--- src/hw/llm_pkg.sv ---
// Shared types and constants for the legacy link mode control block.
package llm_pkg;

   // Pixel encodings carried on the video path.
   localparam logic [1:0] ENC_RGB    = 2'h0;   // Plain RGB, the only legacy encoding.
   localparam logic [1:0] ENC_YC444  = 2'h1;   // Luma/chroma 4:4:4.
   localparam logic [1:0] ENC_YC422  = 2'h2;   // Luma/chroma 4:2:2.

   // Widths of the pixel path.
   localparam int PIX_W   = 24;                // Pixel payload width in bits.
   localparam int FIFO_D  = 4;                 // Depth of the pixel buffer in words.

   // Clock rate and the audio-absent notice time.
   localparam int CLK_HZ        = 50_000_000;  // System clock rate in hertz.
   localparam int NOAUD_SHOW_MS = 2000;        // How long the no-audio notice stays up, in ms.
   localparam int NOAUD_CYC     = (CLK_HZ / 1000) * NOAUD_SHOW_MS;  // Same time in cycles.

   // Synchroniser bit positions of the pin inputs.
   localparam int SY_LCLK  = 0;                // Link clock.
   localparam int SY_NSRC  = 1;                // New source attached.
   localparam int SY_GUARD = 2;                // Guard band seen by the deserialiser.
   localparam int SY_ISL   = 3;                // Data island seen by the deserialiser.
   localparam int SY_AUD   = 4;                // Audio packet seen by the deserialiser.
   localparam int SY_DE    = 5;                // Active video seen by the deserialiser.
   localparam int SY_NSNK  = 6;                // New sink attached.
   localparam int SY_W     = 7;                // Width of the synchroniser.

   // One pixel word as offered by the video datapath.
   typedef struct packed {
      logic             de;                    // Active video when high, blanking when low.
      logic [1:0]       enc;                   // Requested pixel encoding.
      logic [PIX_W-1:0] data;                  // Pixel payload.
   } llm_pix_t;

   // One word as handed to the serial transmitter.
   typedef struct packed {
      llm_pix_t pix;                           // Pixel after the mode has been applied.
      logic     guard;                         // Send a guard band before this video period.
      logic     island;                        // This blanking word opens a data island.
   } llm_txw_t;

   // Transmitter mode states.
   typedef enum logic [1:0] {
      TXM_LEGACY  = 2'b00,                     // Legacy sink assumed: nothing checked yet, or discovery found no match.
      TXM_PROBING = 2'b01,                     // Capability discovery running.
      TXM_ENH     = 2'b10                      // Enhanced sink confirmed.
   } llm_txm_t;

endpackage : llm_pkg

--- src/hw/llm_fifo.sv ---
// Small flip-flop FIFO with valid and ready on both sides.
`timescale 1ns/10ps
module llm_fifo #(
   parameter int W = 8,                        // Word width.
   parameter int D = 4                         // Depth in words.
) (
   input  wire logic         clk,              // System clock.
   input  wire logic         rst,              // Synchronous reset, active high.
   input  wire logic         in_valid,         // Writer offers a word.
   output logic              in_ready,         // FIFO has room.
   input  wire logic [W-1:0] in_data,          // Word to store.
   output logic              out_valid,        // FIFO holds a word.
   input  wire logic         out_ready,        // Reader takes the word.
   output logic [W-1:0]      out_data          // Oldest word.
);
   localparam int AW = $clog2(D);              // Pointer width.

   logic [W-1:0] mem [D];                      // Storage, indexed by pointer.
   logic [AW-1:0] wp;                          // Write pointer.
   logic [AW-1:0] rp;                          // Read pointer.
   logic [AW:0]   cnt;                         // Words held.
   wire           push = in_valid && in_ready; // A word enters.
   wire           pop  = out_valid && out_ready; // A word leaves.

   assign in_ready  = (cnt != (AW+1)'(D));
   assign out_valid = (cnt != '0);
   assign out_data  = mem[rp];

   // Pointers and count; a full FIFO refuses, so back-pressure reaches the writer.
   always_ff @(posedge clk) begin
      if (rst) begin
         wp  <= '0;
         rp  <= '0;
         cnt <= '0;
      end else begin
         if (push) begin
            wp <= (wp == AW'(D-1)) ? '0 : wp + 1'b1;
         end
         if (pop) begin
            rp <= (rp == AW'(D-1)) ? '0 : rp + 1'b1;
         end
         cnt <= cnt + (AW+1)'(push) - (AW+1)'(pop);
      end
   end

   // Storage write; contents need no reset because count guards them.
   always_ff @(posedge clk) begin
      if (push) begin
         mem[wp] <= in_data;
      end
   end

endmodule : llm_fifo

--- src/hw/llm_mode_ctrl.sv ---
// Legacy or enhanced mode control for both ends of a digital video link.
`timescale 1ns/10ps
module llm_mode_ctrl
   import llm_pkg::*;
#(
   parameter int NOAUD_CYCLES = NOAUD_CYC      // Notice length in cycles; shorten in simulation.
) (
   input  wire logic     I_CLK,                // System clock, 50 MHz.
   input  wire logic     I_SYS_RST,            // Synchronous reset, active high.
   // Transmit side.
   input  wire logic     I_TX_NEW_SINK,        // Pin: sink hot-plugged, level, high = new sink.
   input  wire logic     I_TX_PROBE,           // Discovery running, level.
   input  wire logic     I_TX_SINK_ENH,        // Discovery result: sink is enhanced, pulse.
   input  wire logic     I_TX_PIX_VALID,       // Pixel word offered.
   output logic          O_TX_PIX_READY,       // Pixel word taken.
   input  wire llm_pix_t I_TX_PIX,             // Pixel word.
   input  wire logic     I_TX_ISL_REQ,         // Packet path wants a data island.
   output logic          O_TX_ISL_GRANT,       // Island allowed in this mode.
   output logic          O_TX_WORD_VALID,      // Word for the serialiser.
   input  wire logic     I_TX_WORD_READY,      // Serialiser takes the word.
   output llm_txw_t      O_TX_WORD,            // Word after mode limits.
   output logic          O_TX_ENH,             // Transmitter in enhanced mode.
   input  wire logic     I_TX_WIDE_CONN,       // Product must use the wide dual-link connector.
   input  wire logic     I_TX_ALT_AUDIO,       // Alternate audio outputs exist.
   input  wire logic     I_TX_ALT_AUDIO_OK,    // Correct audio reaches the alternate outputs.
   output logic          O_TX_AUDIO_OMIT_OK,   // Audio may be left out of the link.
   // Receive side, all pins from the link.
   input  wire logic     I_RX_LINK_CLK,        // Link clock, sampled.
   input  wire logic     I_RX_NEW_SRC,         // Source newly attached, level.
   input  wire logic     I_RX_GUARD,           // Valid guard band decoded.
   input  wire logic     I_RX_ISLAND,          // Data island period decoded.
   input  wire logic     I_RX_AUDIO,           // Audio packet decoded.
   input  wire logic     I_RX_DE,              // Active video decoded.
   output logic          O_RX_ENH,             // Receiver in enhanced mode.
   output logic          O_RX_VIDEO_OK,        // Video accepted for display.
   output logic          O_RX_NO_AUDIO         // No-audio notice to the user.
);

   ////////////////////////////////////////////////////////////////////////////
   // Pin synchronisers.

   logic [SY_W-1:0] sy1;                       // First stage, read only by the second.
   logic [SY_W-1:0] sy2;                       // Second stage, safe to use.
   logic            lclk_d;                    // Delayed link clock for edge finding.
   logic            nsnk_d;                    // Delayed new-sink level.
   logic            nsrc_d;                    // Delayed new-source level.

   // Every pin passes two flops before any logic looks at it.
   always_ff @(posedge I_CLK) begin
      if (I_SYS_RST) begin
         sy1    <= '0;
         sy2    <= '0;
         lclk_d <= 1'b0;
         nsnk_d <= 1'b0;
         nsrc_d <= 1'b0;
      end else begin
         sy1    <= {I_TX_NEW_SINK, I_RX_DE, I_RX_AUDIO, I_RX_ISLAND, I_RX_GUARD, I_RX_NEW_SRC, I_RX_LINK_CLK};
         sy2    <= sy1;
         lclk_d <= sy2[SY_LCLK];
         nsnk_d <= sy2[SY_NSNK];
         nsrc_d <= sy2[SY_NSRC];
      end
   end

   wire lclk_rise = sy2[SY_LCLK] && !lclk_d;   // One cycle per rising link clock edge.
   wire new_sink  = sy2[SY_NSNK] && !nsnk_d;   // Sink attach event.
   wire new_src   = sy2[SY_NSRC] && !nsrc_d;   // Source attach event.

   ////////////////////////////////////////////////////////////////////////////
   // Transmit mode state.

   llm_txm_t txm;                              // Current transmit mode.
   llm_txm_t next_txm;                         // Mode for the next cycle.

   // Attach events beat discovery results, so a stale result cannot
   // promote a sink that has just been swapped.
   always_comb begin
      next_txm = txm;
      unique case (txm)
         TXM_LEGACY: begin
            if (I_TX_PROBE) begin
               next_txm = TXM_PROBING;
            end
         end
         TXM_PROBING: begin
            if (I_TX_SINK_ENH) begin
               next_txm = TXM_ENH;
            end else if (!I_TX_PROBE) begin
               next_txm = TXM_LEGACY;      // Discovery ended without a match.
            end
         end
         TXM_ENH: begin
            next_txm = TXM_ENH;
         end
         default: begin
            next_txm = TXM_LEGACY;
         end
      endcase
      if (new_sink) begin
         next_txm = TXM_LEGACY;
      end
   end

   // Reset returns to the legacy assumption.
   always_ff @(posedge I_CLK) begin
      if (I_SYS_RST) begin
         txm <= TXM_LEGACY;
      end else begin
         txm <= next_txm;
      end
   end

   wire tx_enh = (txm == TXM_ENH);             // Enhanced behaviour allowed.

   ////////////////////////////////////////////////////////////////////////////
   // Transmit pixel path: buffer, then apply the mode limits.

   logic     fifo_valid;                       // Buffered word available.
   logic     fifo_take;                        // Output stage takes a word.
   llm_pix_t fifo_pix;                         // Buffered word.
   llm_txw_t next_word;                        // Word after mode limits.
   logic     word_valid;                       // Output stage holds a word.

   llm_fifo #(
      .W ($bits(llm_pix_t)),
      .D (FIFO_D)
   ) u_pix_fifo (
      .clk       (I_CLK),
      .rst       (I_SYS_RST),
      .in_valid  (I_TX_PIX_VALID),
      .in_ready  (O_TX_PIX_READY),
      .in_data   (I_TX_PIX),
      .out_valid (fifo_valid),
      .out_ready (fifo_take),
      .out_data  (fifo_pix)
   );

   // The output stage reloads when empty or when the serialiser takes its word.
   assign fifo_take = !word_valid || I_TX_WORD_READY;

   // Island grant needs enhanced mode and a request; a legacy link never gets one.
   assign O_TX_ISL_GRANT = tx_enh && I_TX_ISL_REQ;

   // Legacy and probing modes strip everything a legacy sink cannot parse.
   assign next_word.pix.de   = fifo_pix.de;
   assign next_word.pix.data = fifo_pix.data;
   assign next_word.pix.enc  = tx_enh ? fifo_pix.enc : ENC_RGB;
   assign next_word.guard    = tx_enh && fifo_pix.de;
   assign next_word.island   = O_TX_ISL_GRANT && !fifo_pix.de;

   // Registered output stage; data comes from flops.
   always_ff @(posedge I_CLK) begin
      if (I_SYS_RST) begin
         word_valid <= 1'b0;
         O_TX_WORD  <= '0;
      end else if (fifo_take) begin
         word_valid <= fifo_valid;
         O_TX_WORD  <= next_word;
      end
   end

   assign O_TX_WORD_VALID = word_valid;
   assign O_TX_ENH        = tx_enh;

   // All three conditions must hold together before audio may be left out.
   assign O_TX_AUDIO_OMIT_OK = I_TX_WIDE_CONN && I_TX_ALT_AUDIO && I_TX_ALT_AUDIO_OK;

   ////////////////////////////////////////////////////////////////////////////
   // Receive mode and audio presence.

   logic rx_enh;                               // Receiver in enhanced mode.
   logic rx_de;                                // Active video seen at last link edge.
   logic rx_aud;                               // Audio seen since the last source attach or reset.
   logic rx_aud_seen;                          // Audio ever seen in this session.

   // A guard band or island is taken as proof of an enhanced source; an
   // attach event wins over a same-cycle indication so the new source
   // starts from the legacy assumption.
   always_ff @(posedge I_CLK) begin
      if (I_SYS_RST) begin
         rx_enh <= 1'b0;
      end else if (new_src) begin
         rx_enh <= 1'b0;
      end else if (lclk_rise && (sy2[SY_GUARD] || sy2[SY_ISL])) begin
         rx_enh <= 1'b1;
      end
   end

   // Link-side levels are taken only on link clock edges, so a stopped
   // link clock freezes them instead of letting them drift.
   always_ff @(posedge I_CLK) begin
      if (I_SYS_RST || new_src) begin
         rx_de       <= 1'b0;
         rx_aud_seen <= 1'b0;
      end else if (lclk_rise) begin
         rx_de <= sy2[SY_DE];
         if (sy2[SY_AUD]) begin
            rx_aud_seen <= 1'b1;
         end
      end
   end

   assign rx_aud = rx_aud_seen;

   // Video is accepted with or without audio; a legacy source never carries it.
   assign O_RX_VIDEO_OK = rx_de;
   assign O_RX_ENH      = rx_enh;

   ////////////////////////////////////////////////////////////////////////////
   // Temporary no-audio notice.

   logic [31:0] show_cnt;                      // Remaining notice cycles.
   logic        shown;                         // Notice already given for this source.
   wire         want_notice = rx_de && !rx_aud && !shown; // Video up, audio missing.

   // The notice shows once per attached source, then clears itself so it
   // does not stay on the screen for good.
   always_ff @(posedge I_CLK) begin
      if (I_SYS_RST || new_src) begin
         show_cnt <= '0;
         shown    <= 1'b0;
      end else if (want_notice) begin
         show_cnt <= 32'(NOAUD_CYCLES);
         shown    <= 1'b1;
      end else if (rx_aud) begin
         show_cnt <= '0;                   // Audio arrived, drop the notice.
      end else if (show_cnt != '0) begin
         show_cnt <= show_cnt - 32'h1;
      end
   end

   assign O_RX_NO_AUDIO = (show_cnt != '0);

endmodule : llm_mode_ctrl

--- config.mk ---
export PLATFORM = sky130hd
export DESIGN_NAME = llm_mode_ctrl
export DESIGN_NICKNAME = d
export VERILOG_FILES = /design/src/hw/llm_pkg.sv /design/src/hw/llm_fifo.sv /design/src/hw/llm_mode_ctrl.sv
export SDC_FILE = /design/constraint.sdc
export NUM_CORES = 1
export LEC_CHECK = 0
export ABC_CLOCK_PERIOD_IN_PS = 2000
export BUFFER_PORTS_ARGS = -buffer_cell sky130_fd_sc_hd__buf_2
export CAP_MARGIN = 25
export CORE_ASPECT_RATIO = 0.5
export CORE_UTILIZATION = 30
export DETAILED_ROUTE_END_ITERATION = 8
export PLACE_DENSITY = 0.48
export RECOVER_POWER = 100
export REMOVE_ABC_BUFFERS = 1
export SETUP_SLACK_MARGIN = 0.5
export SLEW_MARGIN = 15
export SYNTH_ARGS = -nofsm -noshare
export SYNTH_HDL_FRONTEND = slang
export SYNTH_SLANG_ARGS = --single-unit
--- constraint.sdc ---
create_clock -name I_CLK -period 2 [get_ports I_CLK]
set_clock_uncertainty 0.1 [all_clocks]
set_input_delay 0.3 -clock I_CLK [delete_from_list [all_inputs] [get_ports I_CLK]]
set_output_delay 0.3 -clock I_CLK [all_outputs]
set_load 0.02 [all_outputs]
==> results_dict.tcl, run 1 <==
set metrics [dict create \
    outcome "complete, but fails checks" \
    violations "setup timing" \
    grt_use_total 0.142 \
    synth_area_leaders "edfxtp_1 (42%), dfxtp_1 (24%), mux4_2 (7.9%)" \
    startpoint_type "flop" \
    core_um2 25200 \
    drt_wl_total_mm 19.3 \
    fmax_ghz 0.410 \
    crit_chain "or4_4 > nor3_4 > and4_4 > inv_6 > buf_6" \
    clk_latency_ps 510 \
    fin_ws_ps -440 \
    p_int_uw 11200 \
    grt_pass1_vias 5067 \
    dpl.hpwl_mm 10.3 \
    final_cell_area_um2 10700 \
    critPathKind "reg2out" \
    period_share 1.22 \
    path_clk_slew_ps 60 \
    drtPass1Iterations 4 \
    area_growth_pct 38.0 \
    power_switching_uw 5840 \
    grt_pass1_wl_mm 28.9 \
    vdd_ir_drop_max_uv 835 \
    syn-cell-area_um2 7720 \
    yosys_warnings 0 \
    min_path_type "in2reg" \
    cap_violations 0 \
    placed_cell_area_um2 8960 \
    ys_seq_area_frac 0.664 \
    swShare 0.343 \
    gr-total-overflow 0 \
    utilization 0.422 \
    drt-initial-drc-count 245 \
    reg2reg_from "show_cnt[0]$_SDFFE_PP0N_" \
    p_clk_frac 0.227 \
    power_frac_seq 0.331 \
    cts-root-buf "clkbuf_16" \
    routed_via_density 4.60 \
    netlist_instances 572 \
    diodes 0 \
    drive_gt1_frac 0.306 \
    cts.sinks 202 \
    power_frac_comb 0.442 \
    synth_top_cell_by_area "edfxtp_1" \
    synthFlopType "edfxtp_1" \
    yosys.area.top_type_share 0.420 \
    finalSetupViolCount 80 \
    power.leakage_uw 0.00386 \
    slew_headroom 0.0788 \
    rows 41 \
    ant_nets 0 \
    crit_fanout 3 \
    cts_htree_levels 1 \
    routabilityCongestion 0.817 \
    power_density_nw_per_um2 1600 \
    grt_antenna_before_repair 0 \
    ioPinCount 81 \
    avgRoutedWirePerCell_um 17.0 \
    synth_edf_count 108 \
    report.final.slew_viol_count 0 \
    start_util 0.306 \
    dp.cells 1028 \
    die_h_um 115 \
    hold_ws_ps 59.1 \
    avgSynthCellArea_um2 13.5 \
    cpMaxStageDelayCell "or4_4" \
    async_reset_ff_frac 0 \
    numCtsBuffers 20 \
    required_ps 1600 \
    hold_viol_final 0 \
    clock_path_buffers 3 \
    end_kind "output pin" \
    drc 0 \
    synth-seq-cells 202 \
    layout_min_cycle_time_ps 2440 \
    die_area_um2 26400 \
    die_x_um 229 \
    port_buffers 80 \
    min_from "I_TX_SINK_ENH" \
    total_power_uw 17000 \
    worst_slew_pin_slew_ps 1380 \
    critical_path_arrival_ps 2040 \
    layout.nets 836 \
    fin_cells 1141 \
    synth.distinct_cells 52 \
    crit_start "show_cnt[21]$_SDFFE_PP0P_" \
    slowest_delay_ps 580 \
    grt_max_degree 56 \
    num_vias 5246 \
    cts_tree "built" \
    rsz0062_at_grt "yes" \
]
[registers in the layout (all words and copies together), names as in the netlist, named ones only]
name,count
lclk_d,1
rx_aud,1
u_pix_fifo.rp,2
O_TX_WORD,29
sy1,7
txm,2
u_pix_fifo.wp,2
nsnk_d,1
O_RX_VIDEO_OK,1
O_RX_ENH,1
show_cnt,32
shown,1
sy2,7
u_pix_fifo.cnt,3
nsrc_d,1
u_pix_fifo.mem,108
O_TX_WORD_VALID,1
[power groups by stage]
stage          registers [uW]  logic, uW  clock network [uW]
2_1_floorplan            6030       3220                   0
3_3_place_gp             5650       6050                   0
3_5_place_dp             5660       6070                   0
4_1_cts                  5640       7210                3970
5_1_grt                  5720       8180                4140
6_report                 5630       7520                3870
[layout by cell type, fill, tap and decap left out, types with 4 or more instances in the layout]
master,netlist,layout
a21oi_1,47,31
a21oi_2,0,16
and3_1,8,8
buf_12,0,5
buf_16,0,6
buf_2,6,17
buf_4,1,61
buf_6,1,14
clkbuf_1,19,71
clkbuf_16,0,23
clkbuf_2,0,10
dfxtp_1,94,85
dfxtp_2,0,9
dlygate4sd3_1,0,35
edfxtp_1,108,108
ha_1,8,6
inv_1,12,9
mux2i_1,7,7
mux4_2,27,27
nand2_1,62,51
nand2_2,1,11
nand2b_1,5,5
nor2_1,27,27
nor2b_1,23,22
nor3_1,10,7
nor4_1,4,4
o21ai_0,5,4
o21ai_1,12,13
o31ai_1,6,6
or3_1,11,10
or4_1,10,4
or4_4,2,8
xnor2_1,11,10
[worst max-delay path: cells and delay by family, from the launching register on]
kind,cells,cell delay (ps)
buf+inv,2,160
simple gates,3,1080
flops,1,310
[routing by layer]
layer	routed length, um	vias to the layer above	global-route usage
met1	8500	2621	0.177
met3	463	28	0.0251
met4	418	0	0.0342
met2	9960	58	0.259
li1	-	2539	-
met5	0	-	0
[cells by family after synthesis]
logic type,count (synthesis),share of synthesized area
multiplexers,34,0.0878
AND/OR/NAND/NOR,187,0.130
flip-flops,202,0.664
AO/OA/AOI/OAI,85,0.0640
adder cells (fa/ha/maj),9,0.0156
XOR/XNOR,14,0.0159
buffers and inverters,41,0.0227
[final timing paths]
path,endpoint,slack [ps],cells after the start
worst max-delay path,O_RX_NO_AUDIO,-440,5
worst min-delay path,txm[1]$_SDFFE_PP0P_,60,4
worst max register to register,show_cnt[9]$_SDFFE_PP0N_,-350,11
worst min register to register,sy2[5]$_SDFF_PP0_,330,1
[stage by stage]
| stage | setup slack (ps) | setup TNS, ps |
|---|---|---|
| floorplan | -1250 | -25500 |
| global placement | -172 | -4480 |
| detailed placement | -211 | -5610 |
| CTS | -418 | -2110 |
| global route | -498 | -17300 |
| finish | -440 | -10130 |
[layout make-up]
cell class                 count  area (um2)
clock buffer                  30         569
clock inverter                 6         105
fill                        2401       14600
inverter                      13        58.8
multi-input combinational    330        2670
sequential                   202        5140
tap                          344         430
timing repair buffer         216        1690
[cell usage after synthesis (2+ instances only)]
cell type / number
a21oi_1: 47
a22oi_1: 3
and2_1: 3
and3_1: 8
buf_2: 6
clkbuf_1: 19
dfxtp_1: 94
edfxtp_1: 108
ha_1: 8
inv_1: 12
mux2i_1: 7
mux4_2: 27
nand2_1: 62
nand2b_1: 5
nand3_1: 5
nand3b_1: 2
nand4b_1: 2
nor2_1: 27
nor2b_1: 23
nor3_1: 10
nor3b_1: 2
nor4_1: 4
nor4_2: 3
o21ai_0: 5
o21ai_1: 12
o311ai_1: 2
o31ai_1: 6
o41ai_1: 4
or3_1: 11
or4_1: 10
or4_4: 2
xnor2_1: 11
xor2_1: 3
[what timing repair did]
action,CTS,global route
cloned,11,5
setup buffers,15,11
endpoints found under the setup margin,171,158
hold buffers,35,0
gates resized for setup,84,54
endpoints found under the hold margin,116,0
pin swaps,36,35
Power figures use the tool's default switching activity.
==> run 2, diff against run 1 <==
--- a/config.mk
+++ b/config.mk
@@ -13,7 +13,6 @@
 export DETAILED_ROUTE_END_ITERATION = 8
 export PLACE_DENSITY = 0.48
 export RECOVER_POWER = 100
-export REMOVE_ABC_BUFFERS = 1
 export SETUP_SLACK_MARGIN = 0.5
 export SLEW_MARGIN = 15
 export SYNTH_ARGS = -nofsm -noshare
==> run 2 against run 1 <==
Against the previous run:
- critical path type unchanged
- cell count rose by 2.2%
- largest power group unchanged
- total power rose by 7.7%
- the flow finishes with violations (DRC, setup timing)
- sequential cell count is the same
- core utilization rose by 1.8 points
==> results_dict.tcl, run 2 (synthesized netlist as in run 1, its figures left out) <==
set metrics [dict create \
    outcome "complete, but fails checks" \
    violations "DRC, setup timing" \
    cts.sinks 202 \
    cts_tree "built" \
    routabilityCongestion 0.764 \
    dpl.hpwl_mm 10.7 \
    final_cell_area_um2 11100 \
    placed_cell_area_um2 9250 \
    syn_nets 625 \
    power_density_nw_per_um2 1650 \
    p_clk_frac 0.222 \
    rows 41 \
    layout.nets 861 \
    core_um2 25200 \
    avgRoutedWirePerCell_um 16.6 \
    required_ps 1600 \
    swShare 0.342 \
    fmax_ghz 0.403 \
    die_h_um 115 \
    hold_viol_final 0 \
    crit_chain "or4_4 > nor3_4 > and4_4 > buf_6 > inv_12 > buf_8" \
    slowest_delay_ps 580 \
    grt_pass1_vias 5399 \
    finalSetupTns_ps -6040 \
    drc 2 \
    routed_via_density 4.57 \
    cts_htree_levels 1 \
    fill_cells 2362 \
    final_common_cell "edfxtp_1" \
    power_frac_comb 0.472 \
    cpMaxStageDelayCell "or4_4" \
    drt-initial-drc-count 288 \
    die_x_um 229 \
    critPathBufInv 3 \
    cts-root-buf "clkbuf_16" \
    clock_path_buffers 3 \
    reg2regPathDepth 6 \
    drt_wl_total_mm 19.3 \
    grt_antenna_before_repair 0 \
    min_path_type "in2reg" \
    grt_use_total 0.149 \
    layout_common_cells "edfxtp_1 (108), dfxtp_1 (84), clkbuf_1 (80)" \
    die_area_um2 26400 \
    final-seq-area_um2 5140 \
    grt_pass1_wl_mm 30.1 \
    ant_nets 0 \
    vdd_ir_drop_max_uv 665 \
    drive_gt1_frac 0.337 \
    cap_violations 0 \
    power.leakage_uw 0.00410 \
    worst_slew_pin_slew_ps 1370 \
    top_register "u_pix_fifo.mem" \
    p_int_uw 12100 \
    gr-total-overflow 0 \
    port_buffers 80 \
    cpLargestDelayFamily "simple AND/OR/NAND/NOR gates" \
    start_util 0.306 \
    fin_ws_ps -481 \
    multiInputGateArea_um2 2820 \
    power_switching_uw 6270 \
    rsz0062_at_grt "yes" \
    startpoint_type "flop" \
    report.final.slew_viol_count 0 \
    worst-path-stages 6 \
    num_vias 5328 \
    ioPinCount 81 \
    critPathKind "reg2out" \
    slew_headroom 0.0845 \
    drtPass1Iterations 6 \
    hold_depth 4 \
    largest_reg_flops 108 \
    end_kind "output pin" \
    crit_fanout 2 \
    clk_latency_ps 530 \
    diodes 0 \
    finalSetupViolCount 42 \
    period_share 1.24 \
    reg_top3 "u_pix_fifo.mem x108, show_cnt x32, O_TX_WORD x29" \
    hold_ws_ps 42.3 \
    power_frac_seq 0.306 \
    path_clk_slew_ps 60 \
    grt_max_degree 56 \
    numCtsBuffers 20 \
    area_growth_pct 44.0 \
    critical_path_arrival_ps 2080 \
    layout_min_cycle_time_ps 2480 \
]
run 2: power by group through the flow:
stage | Sequential (uW) | Combinational, uW | Clock, uW
after floorplan | 5910 | 4340 | 0
after global placement | 5670 | 6960 | 0
after detailed placement | 5680 | 7030 | 0
after CTS | 5650 | 8800 | 4180
after global routing | 5700 | 9420 | 4360
final | 5600 | 8660 | 4070
run 2: layout make-up:
cell class / instances / area share
clock buffer: 30 / 0.0529
clock inverter: 6 / 0.0115
inverter: 13 / 0.00574
multi-input combinational: 330 / 0.254
sequential: 202 / 0.463
tap: 344 / 0.0387
timing repair buffer: 241 / 0.175
run 2: path summary, 6_finish.rpt:
path / slack [ps] / from / endpoint
max: -480 / show_cnt[19]$_SDFFE_PP0N_ / O_RX_NO_AUDIO
min: 40 / I_TX_SINK_ENH / txm[1]$_SDFFE_PP0P_
max reg2reg: -300 / show_cnt[19]$_SDFFE_PP0N_ / show_cnt[30]$_SDFFE_PP0N_
min reg2reg: 340 / sy1[1]$_SDFF_PP0_ / sy2[1]$_SDFF_PP0_
run 2: layer usage:
| metal | GRT usage | up-vias | wire (um) |
|---|---|---|---|
| li1 | - | 2598 | - |
| met1 | 0.195 | 2650 | 8770 |
| met2 | 0.254 | 55 | 9500 |
| met3 | 0.0352 | 25 | 733 |
| met4 | 0.0324 | 0 | 321 |
| met5 | 0 | - | 0 |
run 2: what timing repair did:
action | in CTS | in global routing
buffers inserted | 34 | 12
pin swaps | 34 | 23
setup endpoints to repair | 156 | 183
resized for setup | 80 | 55
gates cloned | 17 | 0
hold buffers | 35 | 0
endpoints found under the hold margin | 116 | 0
run 2: worst min-delay path, delay by kind of cell:
family | cells | cell delay (ps)
buf+inv | 1 | 80
compound gates | 1 | 100
simple gates | 2 | 140
run 2: per-stage QoR:
step	worst slack (ps)	instances	total power, uW	utilization
global route	-579	1166	19500	0.440
global placement	-70.4	1032	12600	0.366
detailed placement	-103	1032	12700	0.366
floorplan	-74.3	572	10200	-
finish	-481	1166	18300	0.440
CTS	-511	1154	18600	0.449
==> run 3, diff against run 2 <==
--- a/config.mk
+++ b/config.mk
@@ -5,6 +5,7 @@
 export SDC_FILE = /design/constraint.sdc
 export NUM_CORES = 1
 export LEC_CHECK = 0
+export ABC_AREA = 1
 export ABC_CLOCK_PERIOD_IN_PS = 2000
 export BUFFER_PORTS_ARGS = -buffer_cell sky130_fd_sc_hd__buf_2
 export CAP_MARGIN = 25
==> run 3 against run 2 <==
Against the previous run:
- the flow now finishes without violations
- clock power is 3% lower
- sequential power grew 4.3%
- sequential share of layout area shrank 0.065 points
- final area increased by 0.51%
- register-to-register slack gained 360 ps
- synthesized cell count increased by 42%
- sequential cell count stayed put
- maximum frequency grew 28%
- largest cell class unchanged
- highest routed layer unchanged
==> results_dict.tcl, run 3 <==
set metrics [dict create \
    yosys_warnings 0 \
    period_share 0.971 \
    die_h_um 118 \
    cts_tree "built" \
    synthFlopType "edfxtp_1" \
    netlist_top_cells_count "nor2_1 (158), edfxtp_1 (108), dfxtp_1 (94)" \
    num_vias 6403 \
    synth.most_common_cell "nor2_1" \
    grt_max_degree 37 \
    dpl.hpwl_mm 11.6 \
    async_reset_ff_frac 0 \
    placed_cell_area_um2 9160 \
    drc 0 \
    die_area_um2 27700 \
    yosys.area.top_type_share 0.400 \
    ioPinCount 81 \
    grt_pass1_wl_mm 33.5 \
    routabilityCongestion 0.835 \
    fmax_ghz 0.515 \
    min_path_type "in2reg" \
    end_kind "flop" \
    diodes 0 \
    area_growth_pct 38.0 \
    total_power_uw 18300 \
    cpMaxStageDelayCell "fa_2" \
    report.final.slew_viol_count 0 \
    gr-total-overflow 0 \
    final_common_cell "nor2_1" \
    synth-seq-cells 202 \
    outcome "completed" \
    worst_slew_pin_slew_ps 827 \
    netlist_instances 811 \
    cts-root-buf "clkbuf_16" \
    fin_ws_ps 58.3 \
    grt_antenna_before_repair 0 \
    crit_chain "o31ai_4 > inv_2 > ha_4 > inv_2 > ha_4 > fa_2 > inv_1 > nor2_1" \
    utilization 0.422 \
    clk_latency_ps 510 \
    cap_violations 0 \
    critPathKind "reg2reg" \
    drt-initial-drc-count 254 \
    die_x_um 234 \
    startpoint_type "flop" \
    routed_via_density 4.63 \
    final_cell_area_um2 11200 \
    layout_common_cells "nor2_1 (126), edfxtp_1 (108), clkbuf_1 (81)" \
    layout_min_cycle_time_ps 1940 \
    start_util 0.306 \
    path_clk_slew_ps 60 \
    drtPass1Iterations 5 \
    cts.sinks 202 \
    power_density_nw_per_um2 1640 \
    hold_ws_ps 132 \
    drive_gt1_frac 0.249 \
    pre_cts_slack_ps 39.4 \
    vdd_ir_drop_max_uv 770 \
    power.leakage_uw 0.00446 \
    synth_edf_count 108 \
    core_um2 26500 \
    avgSynthCellArea_um2 9.98 \
    synth_area_leaders "edfxtp_1 (40%), dfxtp_1 (23%), nor2_1 (7.3%)" \
    rows 42 \
    port_buffers 80 \
    slowest_delay_ps 520 \
    numCtsBuffers 21 \
    rsz0062_at_grt "yes" \
    layout.nets 1070 \
    grt_use_total 0.155 \
    synth_top_cell_by_area "edfxtp_1" \
    reg_top3 "u_pix_fifo.mem x108, show_cnt x32, O_TX_WORD x29" \
    largest_reg_flops 108 \
    critical_path_arrival_ps 2280 \
    cts_htree_levels 1 \
    grt_pass1_vias 6311 \
    slew_headroom 0.449 \
    ys_seq_area_frac 0.633 \
    clock_path_buffers 3 \
    ant_nets 0 \
    synth.distinct_cells 37 \
    avgRoutedWirePerCell_um 15.5 \
    crit_fanout 2 \
    drt_wl_total_mm 21.4 \
    hold_viol_final 0 \
    syn_nets 864 \
    syn-cell-area_um2 8100 \
    required_ps 2340 \
    finalSetupViolCount 0 \
    top_register "u_pix_fifo.mem" \
]
==> run 3: cell count changes after synthesis, moves of 9 or more <==
cell,before,now
a21oi_1,47,29
nor2b_1,23,0
o22ai_1,0,26
inv_1,12,85
mux4_2,27,0
o21ai_0,5,80
nand2_1,62,83
o21bai_1,0,24
or3_1,11,0
nand4_1,1,13
or4_1,10,0
nand3_1,5,14
nor2_1,27,158
==> run 3: cell families after synthesis <==
| group | Yosys count | synth area share |
|---|---|---|
| AOI/OAI and AO/OA | 171 | 0.119 |
| xor gates and xnor gates | 16 | 0.0173 |
| adders and majority gates | 9 | 0.0148 |
| buffers and inverters | 119 | 0.0586 |
| DFF | 202 | 0.633 |
| and+or+nand+nor | 294 | 0.157 |
==> run 3: power by group <==
| group | switching [uW] | internal, uW |
|---|---|---|
| combinational | 5010 | 3510 |
| sequential | 587 | 5250 |
| clock | 1600 | 2360 |
==> run 3: timing repair <==
| item | in CTS | in global routing |
|---|---|---|
| gates cloned | 10 | 1 |
| hold buffers | 36 | 0 |
| buffers inserted | 49 | 12 |
| setup endpoints to repair | 174 | 162 |
| resized for setup | 97 | 89 |
| pin swaps | 24 | 47 |
| hold endpoints to repair | 117 | 0 |
==> run 3: final timing paths <==
kind | to | startpoint | slack [ps] | cells past startpoint
hold reg to reg | sy2[5]$_SDFF_PP0_ | sy1[5]$_SDFF_PP0_ | 300 | 2
hold / removal | O_TX_WORD[0]$_SDFFE_PP0N_ | I_TX_ISL_REQ | 130 | 5
setup reg to reg | u_pix_fifo.cnt[1]$_SDFF_PP0_ | u_pix_fifo.cnt[0]$_SDFF_PP0_ | 60 | 8
setup / recovery | u_pix_fifo.cnt[1]$_SDFF_PP0_ | u_pix_fifo.cnt[0]$_SDFF_PP0_ | 60 | 8
==> run 3: critical path, delay by kind of cell (launching register included) <==
kind	cells	cell delay, ps
adders and majority gates	3	950
DFF	1	340
AOI/OAI and AO/OA	1	270
buffers and inverters	3	170
and+or+nand+nor	1	70
==> run 3: per-stage QoR <==
step,std cells,setup TNS [ps]
floorplan,811,-24.2
global placement,1238,0
detailed placement,1238,0
CTS,1371,0
global route,1384,-7.97
finish,1384,0
==> run 3: per-layer routing <==
metal / vias to the layer above / wire length (um) / track usage
met5: - / 0 / 0
met4: 0 / 652 / 0.0456
met3: 46 / 750 / 0.0270
met2: 103 / 10800 / 0.272
met1: 3101 / 9260 / 0.195
li1: 3153 / - / -
==> run 3: area by class of cell <==
cell class,count,area (um2)
multi-input combinational,491,2920
sequential,202,5160
clock buffer,33,611
timing repair buffer,212,1620
fill,2599,15300
clock inverter,5,81.3
inverter,89,340
tap,352,440
